`src/cblsb_pkg.sv`:
```
// Purpose: Shared constants and types for the branch, load/store and bit-op execution unit
// Assumes: 8-bit data, 16-bit pointers and program counter
// Notes: Operation codes are decoded upstream; this unit executes one operation at a time
package cblsb_pkg;
	localparam int DATA_W = 8;
	localparam int ADDR_W = 16;
	localparam logic [7:0] DATA_ZERO = 8'h00;
	localparam logic [15:0] ADDR_ZERO = 16'h0000;
	localparam logic [15:0] ADDR_ONE = 16'h0001;
	localparam logic [15:0] PC_STEP_ONE = 16'h0001;
	localparam logic [15:0] PC_STEP_TWO = 16'h0002;
	localparam logic [15:0] PC_STEP_THREE = 16'h0003;
	localparam logic [1:0] CYC_ONE = 2'h1;
	localparam logic [1:0] CYC_TWO = 2'h2;
	localparam logic [1:0] CYC_THREE = 2'h3;
	// Status flag positions
	localparam int FLAG_C = 0;
	localparam int FLAG_Z = 1;
	localparam int FLAG_N = 2;
	localparam int FLAG_V = 3;
	localparam int FLAG_S = 4;
	localparam int FLAG_I = 7;
	localparam logic [7:0] FLAGS_RESET = 8'h00;
	localparam int MSB = 7;

	typedef enum logic [4:0] {
		CBLSB_OP_SKIP_IO_BIT_ZERO = 5'h00,
		CBLSB_OP_SKIP_IO_BIT_ONE = 5'h01,
		CBLSB_OP_BRANCH_FLAG_ONE = 5'h02,
		CBLSB_OP_BRANCH_FLAG_ZERO = 5'h03,
		CBLSB_OP_BRANCH_EQUAL = 5'h04,
		CBLSB_OP_BRANCH_UNEQUAL = 5'h05,
		CBLSB_OP_BRANCH_CARRY_ONE = 5'h06,
		CBLSB_OP_BRANCH_CARRY_ZERO = 5'h07,
		CBLSB_OP_BRANCH_SAME_HIGHER = 5'h08,
		CBLSB_OP_BRANCH_LOWER = 5'h09,
		CBLSB_OP_BRANCH_OVERFLOW_ZERO = 5'h0A,
		CBLSB_OP_BRANCH_IRQ_ON = 5'h0B,
		CBLSB_OP_BRANCH_IRQ_OFF = 5'h0C,
		CBLSB_OP_INDIRECT_READ = 5'h0D,
		CBLSB_OP_DISPLACED_READ = 5'h0E,
		CBLSB_OP_INDIRECT_WRITE = 5'h0F,
		CBLSB_OP_DISPLACED_WRITE = 5'h10,
		CBLSB_OP_DIRECT_READ = 5'h11,
		CBLSB_OP_DIRECT_WRITE = 5'h12,
		CBLSB_OP_PROGRAM_ROM_READ = 5'h13,
		CBLSB_OP_PUSH = 5'h14,
		CBLSB_OP_POP = 5'h15,
		CBLSB_OP_IO_BIT_SET = 5'h16,
		CBLSB_OP_IO_BIT_CLEAR = 5'h17,
		CBLSB_OP_ROTATE_LEFT_CARRY = 5'h18,
		CBLSB_OP_ROTATE_RIGHT_CARRY = 5'h19
	} cblsb_op_t;

	typedef enum logic [1:0] {
		CBLSB_PTR_FIRST = 2'h0,
		CBLSB_PTR_SECOND = 2'h1,
		CBLSB_PTR_THIRD = 2'h2
	} cblsb_ptr_t;

	typedef enum logic [1:0] {
		CBLSB_MODE_PLAIN = 2'h0,
		CBLSB_MODE_POST_INC = 2'h1,
		CBLSB_MODE_PRE_DEC = 2'h2
	} cblsb_mode_t;

	// Gray-coded along idle -> exec -> mem -> extra
	typedef enum logic [1:0] {
		CBLSB_ST_IDLE = 2'h0,
		CBLSB_ST_EXEC = 2'h1,
		CBLSB_ST_MEM = 2'h3,
		CBLSB_ST_EXTRA = 2'h2
	} cblsb_state_t;

	typedef struct packed {
		cblsb_op_t op;
		cblsb_ptr_t ptr;
		cblsb_mode_t mode;
		logic [2:0] bit_sel;
		logic [5:0] io_addr;
		logic [6:0] offset;
		logic [5:0] disp;
		logic [15:0] direct_addr;
		logic [7:0] reg_val;
		logic next_is_long;
	} cblsb_instr_t;

	typedef struct packed {
		logic rd;
		logic wr;
		logic [15:0] addr;
		logic [7:0] wdata;
	} cblsb_mem_req_t;
endpackage : cblsb_pkg

```
`src/cblsb_core.sv`:
```
// Purpose: Executes skips, flag branches, loads, stores, stack, I/O bit and rotate operations
// Assumes: One operation accepted when idle; memories answer read data on the cycle after rd
// Notes: Pointers, stack pointer, status flags and program counter are held here
`timescale 1ns/1ps
`default_nettype none
module cblsb_core (
	input wire logic clk_in,
	input wire logic rst_n_in,
	input wire logic start_in,
	input wire cblsb_pkg::cblsb_instr_t instr_in,
	input wire logic [7:0] data_rdata_in,
	input wire logic [7:0] io_rdata_in,
	input wire logic [7:0] rom_rdata_in,
	output logic ready_out,
	output logic done_out,
	output cblsb_pkg::cblsb_mem_req_t data_req_out,
	output cblsb_pkg::cblsb_mem_req_t io_req_out,
	output logic rom_rd_out,
	output logic [15:0] rom_addr_out,
	output logic [7:0] result_out,
	output logic result_valid_out,
	output logic [7:0] flags_out,
	output logic [15:0] pc_out,
	output logic [15:0] ptr_first_out,
	output logic [15:0] ptr_second_out,
	output logic [15:0] ptr_third_out,
	output logic [15:0] stack_ptr_out
);
	cblsb_pkg::cblsb_state_t state;
	cblsb_pkg::cblsb_instr_t cur;
	logic [15:0] ptr [3];
	logic [15:0] sp;
	logic [7:0] flags;
	logic [15:0] pc;
	logic [7:0] rot_val;
	logic rot_c;
	logic flag_sel;
	logic taken;
	logic [15:0] eff_addr;
	logic [15:0] cur_ptr;
	logic [15:0] branch_target;
	logic accept;

	assign accept = start_in && (state == cblsb_pkg::CBLSB_ST_IDLE);
	assign ready_out = (state == cblsb_pkg::CBLSB_ST_IDLE);
	assign cur_ptr = ptr[cur.ptr];

	// Sign-extended word offset, relative to the following instruction
	assign branch_target = pc + {{9{cur.offset[6]}}, cur.offset} + cblsb_pkg::PC_STEP_ONE;

	// Condition for every branch form
	always_comb begin
		flag_sel = flags[cur.bit_sel];
		case (cur.op)
			cblsb_pkg::CBLSB_OP_BRANCH_FLAG_ONE: taken = flag_sel;
			cblsb_pkg::CBLSB_OP_BRANCH_FLAG_ZERO: taken = !flag_sel;
			cblsb_pkg::CBLSB_OP_BRANCH_EQUAL: taken = flags[cblsb_pkg::FLAG_Z];
			cblsb_pkg::CBLSB_OP_BRANCH_UNEQUAL: taken = !flags[cblsb_pkg::FLAG_Z];
			cblsb_pkg::CBLSB_OP_BRANCH_CARRY_ONE,
			cblsb_pkg::CBLSB_OP_BRANCH_LOWER: taken = flags[cblsb_pkg::FLAG_C];
			cblsb_pkg::CBLSB_OP_BRANCH_CARRY_ZERO,
			cblsb_pkg::CBLSB_OP_BRANCH_SAME_HIGHER: taken = !flags[cblsb_pkg::FLAG_C];
			cblsb_pkg::CBLSB_OP_BRANCH_OVERFLOW_ZERO: taken = !flags[cblsb_pkg::FLAG_V];
			cblsb_pkg::CBLSB_OP_BRANCH_IRQ_ON: taken = flags[cblsb_pkg::FLAG_I];
			cblsb_pkg::CBLSB_OP_BRANCH_IRQ_OFF: taken = !flags[cblsb_pkg::FLAG_I];
			default: taken = 1'b0;
		endcase
	end

	// Effective data address; pre-decrement uses the lowered pointer
	always_comb begin
		case (cur.op)
			cblsb_pkg::CBLSB_OP_DISPLACED_READ,
			cblsb_pkg::CBLSB_OP_DISPLACED_WRITE: eff_addr = cur_ptr + {10'h000, cur.disp};
			cblsb_pkg::CBLSB_OP_DIRECT_READ,
			cblsb_pkg::CBLSB_OP_DIRECT_WRITE: eff_addr = cur.direct_addr;
			cblsb_pkg::CBLSB_OP_PUSH: eff_addr = sp;
			cblsb_pkg::CBLSB_OP_POP: eff_addr = sp + cblsb_pkg::ADDR_ONE;
			default: begin
				if (cur.mode == cblsb_pkg::CBLSB_MODE_PRE_DEC) begin
					eff_addr = cur_ptr - cblsb_pkg::ADDR_ONE;
				end else begin
					eff_addr = cur_ptr;
				end
			end
		endcase
	end

	// Rotate results through carry
	always_comb begin
		if (cur.op == cblsb_pkg::CBLSB_OP_ROTATE_LEFT_CARRY) begin
			rot_val = {cur.reg_val[6:0], flags[cblsb_pkg::FLAG_C]};
			rot_c = cur.reg_val[cblsb_pkg::MSB];
		end else begin
			rot_val = {flags[cblsb_pkg::FLAG_C], cur.reg_val[7:1]};
			rot_c = cur.reg_val[0];
		end
	end

	// Sequencer: idle, first execute cycle, memory cycle, extra cycle for ROM reads and long skips
	always_ff @(posedge clk_in) begin
		if (!rst_n_in) begin
			state <= cblsb_pkg::CBLSB_ST_IDLE;
			cur <= '0;
		end else begin
			case (state)
				cblsb_pkg::CBLSB_ST_IDLE: begin
					if (accept) begin
						cur <= instr_in;
						state <= cblsb_pkg::CBLSB_ST_EXEC;
					end
				end
				cblsb_pkg::CBLSB_ST_EXEC: begin
					if (cur.op == cblsb_pkg::CBLSB_OP_ROTATE_LEFT_CARRY ||
						cur.op == cblsb_pkg::CBLSB_OP_ROTATE_RIGHT_CARRY) begin
						state <= cblsb_pkg::CBLSB_ST_IDLE;
					end else if (cur.op inside {[cblsb_pkg::CBLSB_OP_BRANCH_FLAG_ONE :
						cblsb_pkg::CBLSB_OP_BRANCH_IRQ_OFF]}) begin
						state <= taken ? cblsb_pkg::CBLSB_ST_MEM : cblsb_pkg::CBLSB_ST_IDLE;
					end else if (cur.op == cblsb_pkg::CBLSB_OP_SKIP_IO_BIT_ZERO ||
						cur.op == cblsb_pkg::CBLSB_OP_SKIP_IO_BIT_ONE) begin
						state <= cblsb_pkg::CBLSB_ST_MEM;
					end else begin
						state <= cblsb_pkg::CBLSB_ST_MEM;
					end
				end
				cblsb_pkg::CBLSB_ST_MEM: begin
					if (cur.op == cblsb_pkg::CBLSB_OP_PROGRAM_ROM_READ) begin
						state <= cblsb_pkg::CBLSB_ST_EXTRA;
					end else if ((cur.op == cblsb_pkg::CBLSB_OP_SKIP_IO_BIT_ZERO &&
						!io_rdata_in[cur.bit_sel]) ||
						(cur.op == cblsb_pkg::CBLSB_OP_SKIP_IO_BIT_ONE &&
						io_rdata_in[cur.bit_sel])) begin
						// A skip over a long instruction needs the third cycle
						state <= cur.next_is_long ? cblsb_pkg::CBLSB_ST_EXTRA :
							cblsb_pkg::CBLSB_ST_IDLE;
					end else begin
						state <= cblsb_pkg::CBLSB_ST_IDLE;
					end
				end
				cblsb_pkg::CBLSB_ST_EXTRA: begin
					state <= cblsb_pkg::CBLSB_ST_IDLE;
				end
				default: state <= cblsb_pkg::CBLSB_ST_IDLE;
			endcase
		end
	end

	// Program counter
	always_ff @(posedge clk_in) begin
		if (!rst_n_in) begin
			pc <= cblsb_pkg::ADDR_ZERO;
		end else if (state == cblsb_pkg::CBLSB_ST_EXEC) begin
			if (taken) begin
				pc <= branch_target;
			end else if (cur.op != cblsb_pkg::CBLSB_OP_SKIP_IO_BIT_ZERO &&
				cur.op != cblsb_pkg::CBLSB_OP_SKIP_IO_BIT_ONE) begin
				pc <= pc + cblsb_pkg::PC_STEP_ONE;
			end
		end else if (state == cblsb_pkg::CBLSB_ST_MEM &&
			(cur.op == cblsb_pkg::CBLSB_OP_SKIP_IO_BIT_ZERO ||
			cur.op == cblsb_pkg::CBLSB_OP_SKIP_IO_BIT_ONE)) begin
			if ((cur.op == cblsb_pkg::CBLSB_OP_SKIP_IO_BIT_ZERO) != io_rdata_in[cur.bit_sel]) begin
				pc <= pc + (cur.next_is_long ? cblsb_pkg::PC_STEP_THREE :
					cblsb_pkg::PC_STEP_TWO);
			end else begin
				pc <= pc + cblsb_pkg::PC_STEP_ONE;
			end
		end
	end

	// Pointer pairs and stack pointer
	always_ff @(posedge clk_in) begin
		if (!rst_n_in) begin
			ptr[0] <= cblsb_pkg::ADDR_ZERO;
			ptr[1] <= cblsb_pkg::ADDR_ZERO;
			ptr[2] <= cblsb_pkg::ADDR_ZERO;
			sp <= cblsb_pkg::ADDR_ZERO;
		end else if (state == cblsb_pkg::CBLSB_ST_MEM) begin
			if (cur.op == cblsb_pkg::CBLSB_OP_INDIRECT_READ ||
				cur.op == cblsb_pkg::CBLSB_OP_INDIRECT_WRITE ||
				cur.op == cblsb_pkg::CBLSB_OP_PROGRAM_ROM_READ) begin
				if (cur.mode == cblsb_pkg::CBLSB_MODE_POST_INC) begin
					ptr[cur.ptr] <= cur_ptr + cblsb_pkg::ADDR_ONE;
				end else if (cur.mode == cblsb_pkg::CBLSB_MODE_PRE_DEC &&
					cur.op != cblsb_pkg::CBLSB_OP_PROGRAM_ROM_READ) begin
					ptr[cur.ptr] <= eff_addr;
				end
			end
			if (cur.op == cblsb_pkg::CBLSB_OP_PUSH) begin
				sp <= sp - cblsb_pkg::ADDR_ONE;
			end else if (cur.op == cblsb_pkg::CBLSB_OP_POP) begin
				sp <= sp + cblsb_pkg::ADDR_ONE;
			end
		end
	end

	// Status flags: only rotates touch them
	always_ff @(posedge clk_in) begin
		if (!rst_n_in) begin
			flags <= cblsb_pkg::FLAGS_RESET;
		end else if (state == cblsb_pkg::CBLSB_ST_EXEC &&
			(cur.op == cblsb_pkg::CBLSB_OP_ROTATE_LEFT_CARRY ||
			cur.op == cblsb_pkg::CBLSB_OP_ROTATE_RIGHT_CARRY)) begin
			flags[cblsb_pkg::FLAG_C] <= rot_c;
			flags[cblsb_pkg::FLAG_Z] <= (rot_val == cblsb_pkg::DATA_ZERO);
			flags[cblsb_pkg::FLAG_N] <= rot_val[cblsb_pkg::MSB];
			flags[cblsb_pkg::FLAG_V] <= rot_val[cblsb_pkg::MSB] ^ rot_c;
			flags[cblsb_pkg::FLAG_S] <= rot_c;
		end
	end

	// Memory and I/O requests issued in the execute cycle; bit set/clear writes in the memory cycle
	always_comb begin
		data_req_out = '0;
		io_req_out = '0;
		rom_rd_out = 1'b0;
		rom_addr_out = ptr[cblsb_pkg::CBLSB_PTR_THIRD];
		if (state == cblsb_pkg::CBLSB_ST_EXEC) begin
			case (cur.op)
				cblsb_pkg::CBLSB_OP_INDIRECT_READ, cblsb_pkg::CBLSB_OP_DISPLACED_READ,
				cblsb_pkg::CBLSB_OP_DIRECT_READ, cblsb_pkg::CBLSB_OP_POP: begin
					data_req_out.rd = 1'b1;
					data_req_out.addr = eff_addr;
				end
				cblsb_pkg::CBLSB_OP_INDIRECT_WRITE, cblsb_pkg::CBLSB_OP_DISPLACED_WRITE,
				cblsb_pkg::CBLSB_OP_DIRECT_WRITE, cblsb_pkg::CBLSB_OP_PUSH: begin
					data_req_out.wr = 1'b1;
					data_req_out.addr = eff_addr;
					data_req_out.wdata = cur.reg_val;
				end
				cblsb_pkg::CBLSB_OP_PROGRAM_ROM_READ: rom_rd_out = 1'b1;
				cblsb_pkg::CBLSB_OP_SKIP_IO_BIT_ZERO, cblsb_pkg::CBLSB_OP_SKIP_IO_BIT_ONE,
				cblsb_pkg::CBLSB_OP_IO_BIT_SET, cblsb_pkg::CBLSB_OP_IO_BIT_CLEAR: begin
					io_req_out.rd = 1'b1;
					io_req_out.addr = {10'h000, cur.io_addr};
				end
				default: begin
				end
			endcase
		end else if (state == cblsb_pkg::CBLSB_ST_MEM &&
			(cur.op == cblsb_pkg::CBLSB_OP_IO_BIT_SET ||
			cur.op == cblsb_pkg::CBLSB_OP_IO_BIT_CLEAR)) begin
			// Read-modify-write keeps the other bits of the location
			io_req_out.wr = 1'b1;
			io_req_out.addr = {10'h000, cur.io_addr};
			io_req_out.wdata = io_rdata_in;
			io_req_out.wdata[cur.bit_sel] = (cur.op == cblsb_pkg::CBLSB_OP_IO_BIT_SET);
		end
	end

	// Result register for reads and rotates
	always_ff @(posedge clk_in) begin
		if (!rst_n_in) begin
			result_out <= cblsb_pkg::DATA_ZERO;
			result_valid_out <= 1'b0;
		end else begin
			result_valid_out <= 1'b0;
			if (state == cblsb_pkg::CBLSB_ST_EXEC && (cur.op == cblsb_pkg::CBLSB_OP_ROTATE_LEFT_CARRY ||
				cur.op == cblsb_pkg::CBLSB_OP_ROTATE_RIGHT_CARRY)) begin
				result_out <= rot_val;
				result_valid_out <= 1'b1;
			end else if (state == cblsb_pkg::CBLSB_ST_MEM && (cur.op == cblsb_pkg::CBLSB_OP_INDIRECT_READ ||
				cur.op == cblsb_pkg::CBLSB_OP_DISPLACED_READ || cur.op == cblsb_pkg::CBLSB_OP_DIRECT_READ ||
				cur.op == cblsb_pkg::CBLSB_OP_POP)) begin
				result_out <= data_rdata_in;
				result_valid_out <= 1'b1;
			end else if (state == cblsb_pkg::CBLSB_ST_EXTRA &&
				cur.op == cblsb_pkg::CBLSB_OP_PROGRAM_ROM_READ) begin
				result_out <= rom_rdata_in;
				result_valid_out <= 1'b1;
			end
		end
	end

	// Completion pulse marks the last cycle of each operation
	assign done_out = (state != cblsb_pkg::CBLSB_ST_IDLE) && (
		(state == cblsb_pkg::CBLSB_ST_EXTRA) ||
		(state == cblsb_pkg::CBLSB_ST_MEM && cur.op != cblsb_pkg::CBLSB_OP_PROGRAM_ROM_READ &&
			!(cur.next_is_long && (cur.op == cblsb_pkg::CBLSB_OP_SKIP_IO_BIT_ZERO ||
			cur.op == cblsb_pkg::CBLSB_OP_SKIP_IO_BIT_ONE) &&
			((cur.op == cblsb_pkg::CBLSB_OP_SKIP_IO_BIT_ZERO) != io_rdata_in[cur.bit_sel]))) ||
		(state == cblsb_pkg::CBLSB_ST_EXEC && (cur.op == cblsb_pkg::CBLSB_OP_ROTATE_LEFT_CARRY ||
			cur.op == cblsb_pkg::CBLSB_OP_ROTATE_RIGHT_CARRY ||
			(cur.op inside {[cblsb_pkg::CBLSB_OP_BRANCH_FLAG_ONE :
			cblsb_pkg::CBLSB_OP_BRANCH_IRQ_OFF]} && !taken))));

	assign flags_out = flags;
	assign pc_out = pc;
	assign ptr_first_out = ptr[0];
	assign ptr_second_out = ptr[1];
	assign ptr_third_out = ptr[2];
	assign stack_ptr_out = sp;

	// Checks
	property p_branch_time;
		@(posedge clk_in) disable iff (!rst_n_in)
		(state == cblsb_pkg::CBLSB_ST_EXEC && taken) |=> (state == cblsb_pkg::CBLSB_ST_MEM) ##1 ready_out;
	endproperty
	branch_taken_time_a: assert property (p_branch_time) else $error("taken branch not 2 cycles");
	branch_target_a: assert property (@(posedge clk_in) disable iff (!rst_n_in)
		(state == cblsb_pkg::CBLSB_ST_EXEC && taken) |=> pc == $past(branch_target))
		else $error("branch target wrong");
	equal_branch_a: assert property (@(posedge clk_in) disable iff (!rst_n_in)
		(state == cblsb_pkg::CBLSB_ST_EXEC && cur.op == cblsb_pkg::CBLSB_OP_BRANCH_EQUAL)
		|=> (state == cblsb_pkg::CBLSB_ST_MEM) == $past(flags[cblsb_pkg::FLAG_Z]))
		else $error("equal branch condition");
	rom_read_time_a: assert property (@(posedge clk_in) disable iff (!rst_n_in)
		(accept && instr_in.op == cblsb_pkg::CBLSB_OP_PROGRAM_ROM_READ)
		|=> !done_out ##1 !done_out ##1 done_out ##1 result_valid_out) else $error("rom read not 3 cycles");
	load_time_a: assert property (@(posedge clk_in) disable iff (!rst_n_in)
		(accept && instr_in.op == cblsb_pkg::CBLSB_OP_DIRECT_READ)
		|=> data_req_out.rd ##1 done_out) else $error("direct read not 2 cycles");
	post_inc_a: assert property (@(posedge clk_in) disable iff (!rst_n_in)
		(state == cblsb_pkg::CBLSB_ST_MEM && cur.op == cblsb_pkg::CBLSB_OP_INDIRECT_READ &&
		cur.mode == cblsb_pkg::CBLSB_MODE_POST_INC) |=> ptr[$past(cur.ptr)] == $past(cur_ptr) + 16'h0001)
		else $error("post increment missing");
	pre_dec_a: assert property (@(posedge clk_in) disable iff (!rst_n_in)
		(data_req_out.rd && cur.op == cblsb_pkg::CBLSB_OP_INDIRECT_READ &&
		cur.mode == cblsb_pkg::CBLSB_MODE_PRE_DEC) |-> data_req_out.addr == cur_ptr - 16'h0001)
		else $error("pre decrement address wrong");
	rotate_carry_a: assert property (@(posedge clk_in) disable iff (!rst_n_in)
		(state == cblsb_pkg::CBLSB_ST_EXEC && cur.op == cblsb_pkg::CBLSB_OP_ROTATE_LEFT_CARRY)
		|=> flags[cblsb_pkg::FLAG_C] == $past(cur.reg_val[7]) && result_out[0] == $past(flags[0]))
		else $error("rotate left carry wrong");
	io_set_keep_a: assert property (@(posedge clk_in) disable iff (!rst_n_in)
		(io_req_out.wr && cur.op == cblsb_pkg::CBLSB_OP_IO_BIT_SET)
		|-> io_req_out.wdata == (io_rdata_in | (8'h01 << cur.bit_sel))) else $error("io set wrong");
	push_flags_a: assert property (@(posedge clk_in) disable iff (!rst_n_in)
		(state == cblsb_pkg::CBLSB_ST_EXEC && cur.op == cblsb_pkg::CBLSB_OP_PUSH)
		|=> $stable(flags) ##1 $stable(flags)) else $error("push changed flags");
	cover_branch_c: cover property (@(posedge clk_in) state == cblsb_pkg::CBLSB_ST_EXEC && taken);
	cover_skip_long_c: cover property (@(posedge clk_in)
		state == cblsb_pkg::CBLSB_ST_EXTRA && cur.op == cblsb_pkg::CBLSB_OP_SKIP_IO_BIT_ONE);
	cover_rom_c: cover property (@(posedge clk_in) rom_rd_out);
endmodule : cblsb_core
`default_nettype wire

```
`config.mk`:
```
export PLATFORM = sky130hd
export DESIGN_NAME = cblsb_core
export DESIGN_NICKNAME = d
export VERILOG_FILES = /design/src/cblsb_pkg.sv /design/src/cblsb_core.sv
export SDC_FILE = /design/constraint.sdc
export NUM_CORES = 1
export LEC_CHECK = 0
export BUFFER_PORTS_ARGS = -buffer_cell sky130_fd_sc_hd__buf_2
export CORE_ASPECT_RATIO = 0.9
export CORE_MARGIN = 2
export CORE_UTILIZATION = 25
export CTS_CLUSTER_DIAMETER = 100
export CTS_CLUSTER_SIZE = 30
export DETAILED_ROUTE_END_ITERATION = 7
export PLACE_DENSITY_LB_ADDON = 0.1
export REMOVE_ABC_BUFFERS = 1
export SYNTH_ARGS = -nofsm -noshare
export SYNTH_HDL_FRONTEND = slang
export SYNTH_SLANG_ARGS = --single-unit
```
`constraint.sdc`:
```
create_clock -name clk_in -period 3.5 [get_ports clk_in]
set_input_delay 0.525 -clock clk_in [delete_from_list [all_inputs] [get_ports clk_in]]
set_output_delay 0.525 -clock clk_in [all_outputs]
set_load 0.005 [all_outputs]
```
==> run summary, run 1 <==
Final slew viol count - 0
Share of synthesized registers carrying an async set or reset - 0%
Vias per cell - 4.85
Rows - 74
Period utilisation layout - 118%
Largest net degree at the start of global routing - 49
H-tree depth - 4
Iteration-0 DRC Markers - 717
Longest Clk Path Bufs - 2
Ports - 251
Share of layout cells above drive strength 1 - 30.0%
Clock transition at path regs - 70 ps
Die Area - 47,500 sq um
Failing checks - negative setup slack
CP Max Fanout - 5
WS Path Type - reg -> out
Crit. End Element - primary output
Vias in the first global route - 11,000
Clock Skews - 11.2 ps
CTS tree - done
Sequential element share of the synthesized area - 35.1%
Total grt overflow - 0
Clk_lat worst skew - 490 ps
First-pass GRT wire length - 66.9 mm
Design Area, Final - 14,900 sq um
Drt drc - 0
Total routed wirelength - 43.8 mm
Fin Setup TNS - -7130 ps
EDFF count, synth - 64
Final ANT Viol Nets - 0
Cell Area, Synth - 11,400 sq um
Starting Density - 25.3%
Initial antenna violation count - 4
Initial DRT Pass Iterations - 6
Synth cell types - 82
GPL Wtd Cong - 0.812
Core box area - 45,300 sq um
P per Cell Area - 368 nW/um^2
Root Buffer - clkbuf_16
IO buf count - 237
Synth Instances - 1,408
# fillers - 4,841
YS warnings - 0
Pre-CTS setup slack - -409 ps
Worst slew pin tran - 792 ps
Average wire per standard cell - 18.8 um
Final net count - 1,813
Min Hold Slack - 268 ps
FMAX - 0.242 GHz
Dpl hpwl - 32.6 mm
Area grow syn2layout - 30.0%
Maxcap violations - 0
Outcome - finished with violations
Final Hold Fails - 0
Inserted Clock Buffers - 17
Post-place instance area - 13,800 sq um
Total number of vias - 11,300
Final setup vio count - 18
Die Y - 207 um
Setup WS post-layout - -632 ps
Unrepaired setup endpoints after global routing - true
Ys flop type - dfxtp_1
Max-slew headroom - 47.2%
Die width - 230 um
HP Class - in -> reg
Yosys reg bits - 169
Clk sinks - 169
Overall Global Routing Usage - 18.3%
Hold Buf Count CTS - 0
Minimum clock period - 4130 ps
Crit path DAT - 3610 ps
WP data required - 2970 ps
Leakage - 6.11 nW
Critical Path Source Type - flip-flop
Worst vdd ir - 302 uV
Syn_area_per_cell - 8.13 sq um
[area by class of cell]
type	count	area, sq um	share of cell area [%]
Antenna cell	2	5.00	0.0336
Timing Repair Buffer	388	2370	15.9
Sequential cell	169	4030	27.1
Tap cell	608	761	5.11
Inverter	38	144	0.966
Clock buffer	21	483	3.24
Clock inverter	11	131	0.882
Multi-Input combinational cell	1086	6960	46.8
[where the power goes]
| part | internal, mW | switching (mW) |
|---|---|---|
| logic | 0.527 | 0.688 |
| clock network | 1.14 | 0.909 |
| registers | 2.12 | 0.0836 |
[registers in the layout (all words and copies together), names as in the netlist, named ones only]
name	cells
cur	56
flags_out	4
pc_out	16
ptr	64
result_out	8
result_valid_out	1
stack_ptr_out	16
state	2
[layout by cell type (no fill, tap or decap), types with 6 or more instances in the layout]
cell,count
buf_2,237
xor2_1,35
a211o_1,8
mux4_2,19
a21oi_1,121
nand2b_1,10
dfxtp_1,103
mux2i_1,21
buf_4,142
xnor2_1,51
buf_6,7
a21oi_2,6
nor4_1,10
o21ai_0,50
nand3b_1,12
a211oi_1,12
or3_1,14
ha_1,24
clkbuf_16,18
o22ai_1,6
a22oi_1,7
nor2_1,153
and3_1,12
o21ai_1,10
and2_1,20
nor3_1,37
nor3b_1,10
nand4_1,18
edfxtp_1,64
nand2_1,208
conb_1,13
inv_1,34
nand3_1,35
o21a_1,9
nor2b_1,17
mux2_2,15
[timing repair]
action                                  in CTS  in global routing
endpoints found under the setup margin      35                 44
pin swaps                                   35                 13
buffers inserted                            18                  4
resized for setup                           35                 23
[metal layers]
metal / GRT usage [%] / wire (um)
met5: 0 / 26
met4: 4.50 / 413
met3: 4.06 / 1870
met2: 28.9 / 20400
met1: 25.3 / 21100
[Yosys cell counts (5+ instances only)]
| cell type | instances | area, sq um |
|---|---|---|
| nand2_1 | 211 | 792 |
| nor2_1 | 156 | 586 |
| a21oi_1 | 127 | 636 |
| dfxtp_1 | 105 | 2100 |
| clkbuf_1 | 77 | 289 |
| edfxtp_1 | 64 | 1920 |
| xnor2_1 | 53 | 464 |
| o21ai_0 | 52 | 260 |
| nor3_1 | 41 | 205 |
| nand3_1 | 37 | 185 |
| inv_1 | 35 | 131 |
| xor2_1 | 35 | 307 |
| buf_4 | 31 | 233 |
| ha_1 | 28 | 350 |
| and2_1 | 21 | 131 |
| mux2i_1 | 21 | 210 |
| mux4_2 | 19 | 428 |
| nor2b_1 | 19 | 119 |
| nand4_1 | 18 | 113 |
| mux2_2 | 17 | 191 |
| or3_1 | 15 | 93.8 |
| a211oi_1 | 14 | 105 |
| and3_1 | 12 | 75.1 |
| nand3b_1 | 12 | 90.1 |
| buf_1 | 11 | 41.3 |
| nand2b_1 | 11 | 68.8 |
| nor3b_1 | 11 | 82.6 |
| o21ai_1 | 11 | 55.1 |
| nor4_1 | 10 | 62.6 |
| o21a_1 | 9 | 67.6 |
| a211o_1 | 8 | 70.1 |
| a221oi_1 | 7 | 61.3 |
| a22oi_1 | 7 | 52.6 |
| a31oi_1 | 6 | 37.5 |
| o22ai_1 | 6 | 37.5 |
| a2111oi_0 | 5 | 43.8 |
| buf_2 | 5 | 25.0 |
[stage by stage]
stage,power [mW],std cells,utilization [%]
detailed placement,3.39,2267,30.6
global placement,3.39,2267,30.6
floorplan,2.85,1293,-
CTS,5.54,2317,32.5
finish,5.47,2323,32.9
global route,5.75,2322,32.9
[kinds of logic (layout without fill, tap and decap cells)]
family	after synthesis	count (layout)	share of synthesized area, %
buffers and inverters	165	458	6.57
AOI/OAI and AO/OA	301	301	16.2
and+or+nand+nor	596	596	24.6
xor gates and xnor gates	88	88	6.73
muxes	58	58	7.34
other	1	15	0.0328
adders and majority gates	30	30	3.41
DFF	169	169	35.1
[worst max-delay path, stage by stage (launching register included)]
cell	delay, ps
dfxtp_4	360
buf_6	120
buf_6	90
mux4_2	500
or4_4	530
or3_4	410
buf_6	140
nor4b_4	220
xor2_1	100
a222oi_1	360
a21oi_1	140
buf_2	150
[final timing paths]
check	start	to	slack, ps	cells past startpoint
max	flip-flop	data_req_out[23]	-630	11
min	instr_in[34]	cur[34]	270	3
max reg2reg	flip-flop	ptr[0][2]	-20	19
min reg2reg	result_out[1]	result_out[1]	450	2
(Power assumes the default switching activity.)
==> inputs of run 2 (changes only) <==
- PLACE_DENSITY_LB_ADDON: 0.1 -> 0.08
==> run 2 against run 1 <==
Compared with the run above:
- the flow still finishes with violations (negative setup slack)
- power is 2.0% lower
- setup slack better by 100 ps
- die area stayed put
- design area is 1.4% lower
- clock skew is 4.2 ps higher
- hold slack worse by 5.8 ps
- critical path type unchanged
- largest cell class unchanged
- largest power group unchanged
==> run summary, run 2 (synthesized netlist as in run 1, its figures left out) <==
Outcome - finished with violations
Failing checks - negative setup slack
Final Hold Fails - 0
Final slew viol count - 0
Total grt overflow - 0
Reg2Reg Setup Slack - 120 ps
Multi-input combinational cell area - 6950 sq um
FMAX - 0.248 GHz
Die width - 230 um
Share of layout cells above drive strength 1 - 29.0%
Max-slew headroom - 50.9%
Fin Setup TNS - -5470 ps
CP Max Fanout - 5
Rows - 74
Minimum clock period - 4030 ps
IO buf count - 237
Average wire per standard cell - 19.0 um
First-pass GRT wire length - 66.1 mm
Drt drc - 0
P per Cell Area - 366 nW/um^2
Hold Buf Count CTS - 0
CTS tree - done
Total number of vias - 11,100
Final Non-Filler Cells - 2,304
HP Class - in -> reg
Die Area - 47,500 sq um
WP data required - 2970 ps
Inst Count DP - 2,262
Clk_lat worst skew - 490 ps
Biggest register - ptr
Vias in the first global route - 10,700
Overall Global Routing Usage - 18.3%
Core box area - 45,300 sq um
Initial antenna violation count - 2
Diodes inserted - 0
Crit. End Element - primary output
# fillers - 4,914
Ports - 251
Final setup vio count - 14
Starting Density - 25.3%
Final core occ - 32.4%
Period utilisation layout - 115%
Clock transition at path regs - 70 ps
Vias per cell - 4.81
Commonest non-fill, non-tap cells in the layout - buf_2 (237), nand2_1 (210), nor2_1 (150), buf_4 (126), a21oi_1 (123)
Die Y - 207 um
Iteration-0 DRC Markers - 677
WS Path Type - reg -> out
Commonest non-fill, non-tap cell in the layout - buf_2
Largest net degree at the start of global routing - 36
GPL Wtd Cong - 0.834
Final ANT Viol Nets - 0
Longest Clk Path Bufs - 2
H-tree depth - 4
Total routed wirelength - 43.8 mm
Inserted Clock Buffers - 17
Final net count - 1,796
Clock Skews - 15.4 ps
Initial DRT Pass Iterations - 5
Area grow syn2layout - 28.2%
Clk sinks - 169
Biggest regs - ptr (64), cur (56)
Unrepaired setup endpoints after global routing - true
Leakage - 6.02 nW
Crit path DAT - 3510 ps
Reg area - 4030 sq um
Largest register FFs - 64
Setup WS post-layout - -531 ps
Dpl hpwl - 32.9 mm
Maxcap violations - 0
Critical Path Source Type - flip-flop
Worst vdd ir - 214 uV
Worst slew pin tran - 736 ps
Root Buffer - clkbuf_16
-- run 2: final cells by class --
type	count	share of cell area, %
clock buffer	20	3.20
inverter	38	0.980
timing repair buffer	371	15.1
clock inverter	12	0.759
multi-input combinational	1086	47.3
tap	608	5.18
sequential	169	27.4
-- run 2: worst paths after layout --
check,start,to,depth (start not counted)
worst max-delay path,flip-flop,data_req_out[23],10
worst min register to register,result_out[5],result_out[5],2
worst max register to register,flip-flop,ptr[1][6],16
worst min-delay path,instr_in[44],cur[44],3
-- run 2: metrics by stage --
step	setup slack (ps)	cell area, sq um	power [mW]	hold WS, ps
after floorplan	-509	10900	2.85	432
after global placement	-274	13800	3.37	438
after detailed placement	-268	13800	3.37	442
after CTS	-667	14600	5.45	219
after global routing	-696	14700	5.64	243
final	-531	14700	5.37	262
-- run 2: per-layer routing --
metal	vias up	share of wire (%)	global-route usage [%]	routed length [um]
met2	210	46	29.0	20200
met4	4	1.5	5.62	679
met1	5321	48	25.0	21100
met3	42	4.2	3.72	1820
met5	-	0.062	0	27
li1	5502	-	-	-
-- run 2: critical path, stage by stage (launching register included) --
cell,delay [ps]
dfxtp_2,350
buf_6,130
mux4_2,520
or4_4,570
or3_4,380
buf_6,140
nor4b_4,210
xor2_1,90
a222oi_1,340
a21oi_1,130
buf_2,150
-- run 2: power by group --
group          internal (mW)  switching, mW  total (mW)  leakage (nW)
Clock                   1.05          0.936        1.99         0.294
Combinational          0.499          0.674        1.17          4.23
Sequential              2.12         0.0855        2.21          1.50
Total                   3.67           1.70        5.37          6.02
-- run 2: repair_timing --
| action | CTS | global route |
|---|---|---|
| setup endpoints to repair | 31 | 31 |
| setup buffers | 8 | 2 |
| pin swaps | 36 | 20 |
| gates resized for setup | 40 | 12 |
==> inputs of run 3 (changes only) <==
- CTS_CLUSTER_SIZE: 30 -> 8
- MAX_ROUTING_LAYER: not set -> met4
- PLACE_DENSITY_LB_ADDON: 0.08 -> not set
==> run 3 against run 2 <==
Compared with the run above:
- the flow still finishes with violations (negative setup slack)
- first-iteration DRC count up 16%
- core utilization up 0.055 points
- via count up 1.1%
- setup slack better by 9.2 ps
- maximum frequency up 0.23%
- sequential share of layout area about the same
- global-route usage down 1.1 points
- critical endpoint unchanged
- largest power group unchanged
==> run summary, run 3 (synthesized netlist as in run 1, its figures left out) <==
Outcome - finished with violations
Failing checks - negative setup slack
Area grow syn2layout - 28.4%
Biggest regs - ptr (64), cur (56)
Vias per cell - 4.88
Reg2Reg Setup Slack - -10 ps
Clk_lat worst skew - 460 ps
CP most frequent cell - buf_6
Largest register FFs - 64
Clock Power Share - 36.8%
Iteration-0 DRC Markers - 788
Core box area - 45,300 sq um
Unrepaired setup endpoints after global routing - true
Longest Clk Path Bufs - 2
GPL Wtd Cong - 0.838
First-pass GRT wire length - 61.9 mm
Final net count - 1,787
Average wire per standard cell - 17.6 um
Hold EP - cur[0]
Final ANT Viol Nets - 0
WP data required - 2970 ps
Top delay family on crit path - simple AND/OR/NAND/NOR gates
Share of layout cells above drive strength 1 - 29.2%
Period utilisation layout - 115%
Commonest non-fill, non-tap cell in the layout - buf_2
Crit. End Element - primary output
R2R depth - 13
Dpl hpwl - 30.3 mm
Largest net degree at the start of global routing - 65
Slowest stage cell on the critical path - or4_4
WS Path Type - reg -> out
P per Cell Area - 364 nW/um^2
Worst hold path depth - 3
R2r endpoint - ptr[0][12]
Clock Skews - 7.28 ps
Hold Buf Count CTS - 0
Design Area, Final - 14,700 sq um
Final setup vio count - 14
# fillers - 4,745
Total number of vias - 11,200
FMAX - 0.249 GHz
Internal power - 3.69 mW
Overall Global Routing Usage - 17.2%
Final slew viol count - 0
HP Class - in -> reg
Clk sinks - 169
CTS tree - done
CP max stage delay - 550 ps
Crit path DAT - 3500 ps
Minimum clock period - 4020 ps
Max-slew headroom - 46.8%
Seq pwr share - 41.2%
Die Y - 207 um
Hold Crit Start - instr_in[0]
Multi-input combinational cell area - 7010 sq um
Setup WS post-layout - -522 ps
Net Switching - 1.66 mW
Root Buffer - clkbuf_16
Gate power share - 22.0%
Total grt overflow - 0
Vias in the first global route - 10,800
Drt drc - 0
Worst vdd ir - 365 uV
Biggest register - ptr
Rows - 74
Initial DRT Pass Iterations - 5
Starting Density - 25.3%
Maxcap violations - 0
IO buf count - 237
Die Area - 47,500 sq um
Total routed wirelength - 40.4 mm
Clock transition at path regs - 70 ps
Inserted Clock Buffers - 17
H-tree depth - 4
Final Hold Fails - 0
Initial antenna violation count - 1
Ports - 251
Die width - 230 um
Post-place instance area - 13,700 sq um
Pre-CTS setup slack - -313 ps
Critical Path Source Type - flip-flop
CP cell instances - buf_6, mux4_2, or4_4, or3_4, buf_6, nor4b_4, xor2_1, a222oi_1, a21oi_1, buf_2
CP Buf/Inv Count - 3
CP Max Fanout - 4
Leakage - 6.00 nW
Net Sw Frac - 31.0%
Commonest non-fill, non-tap cells in the layout - buf_2 (236), nand2_1 (210), nor2_1 (152), a21oi_1 (121), buf_4 (116)
Worst slew pin tran - 788 ps
Reg area - 4030 sq um
[run 3: layout make-up]
| cell class | count | share of cell area, % |
|---|---|---|
| clock buffers | 17 | 2.89 |
| inverters | 38 | 0.996 |
| flip-flops and latches | 169 | 27.4 |
| multi-input cells | 1086 | 47.7 |
| clock inverters | 15 | 1.11 |
| diodes | 1 | 0.0170 |
| well taps | 608 | 5.17 |
| repair buffers | 362 | 14.7 |
[run 3: worst min-delay path: cells and delay by family]
kind	cells	cell delay (ps)
AND/OR/NAND/NOR	1	50
AO/OA/AOI/OAI	1	50
buffers and inverters	1	100
[run 3: per-stage QoR]
step | setup TNS, ps | power [mW] | std cells | hold WS, ps | util, %
after floorplan | -10010 | 2.85 | 1293 | 432 | -
after global placement | -1750 | 3.32 | 2247 | 439 | 30.2
after detailed placement | -4200 | 3.34 | 2247 | 445 | 30.2
after CTS | -5360 | 5.38 | 2291 | 272 | 32.1
after global routing | -6890 | 5.60 | 2296 | 288 | 32.5
final | -4660 | 5.35 | 2296 | 300 | 32.5
[run 3: timing repair]
| action | CTS | global route |
|---|---|---|
| buffers inserted | 13 | 5 |
| gates resized for setup | 48 | 27 |
| pin swaps | 33 | 27 |
| setup endpoints to repair | 35 | 29 |
[run 3: worst max path at each step]
| stage | to | slack (ps) | cells after the start | start |
|---|---|---|---|---|
| 5_1_grt | data_req_out[23] | -650 | 10 | flip-flop |
| 4_1_cts | data_req_out[23] | -590 | 10 | flip-flop |
| 6_report | data_req_out[23] | -520 | 10 | flip-flop |
| 3_5_place_dp | data_req_out[23] | -310 | 10 | flip-flop |
| 3_3_place_gp | data_req_out[22] | -250 | 10 | flip-flop |
| 2_1_floorplan | data_req_out[22] | -510 | 10 | flip-flop |
[run 3: power groups by stage]
| stage | Clock (mW) | Combinational (mW) | Sequential (mW) |
|---|---|---|---|
| 6_report | 1.97 | 1.18 | 2.21 |
| 5_1_grt | 2.09 | 1.29 | 2.22 |
| 4_1_cts | 2.03 | 1.15 | 2.21 |
| 3_5_place_dp | 0 | 1.09 | 2.25 |
| 3_3_place_gp | 0 | 1.07 | 2.25 |
| 2_1_floorplan | 0 | 0.598 | 2.25 |
[run 3: layer usage]
layer	track usage (%)	up-vias	wire length [um]
met5	-	-	0
met4	8.06	0	1570
met1	21.9	5324	18400
met3	3.44	73	2190
li1	-	5488	-
met2	26.3	317	18300
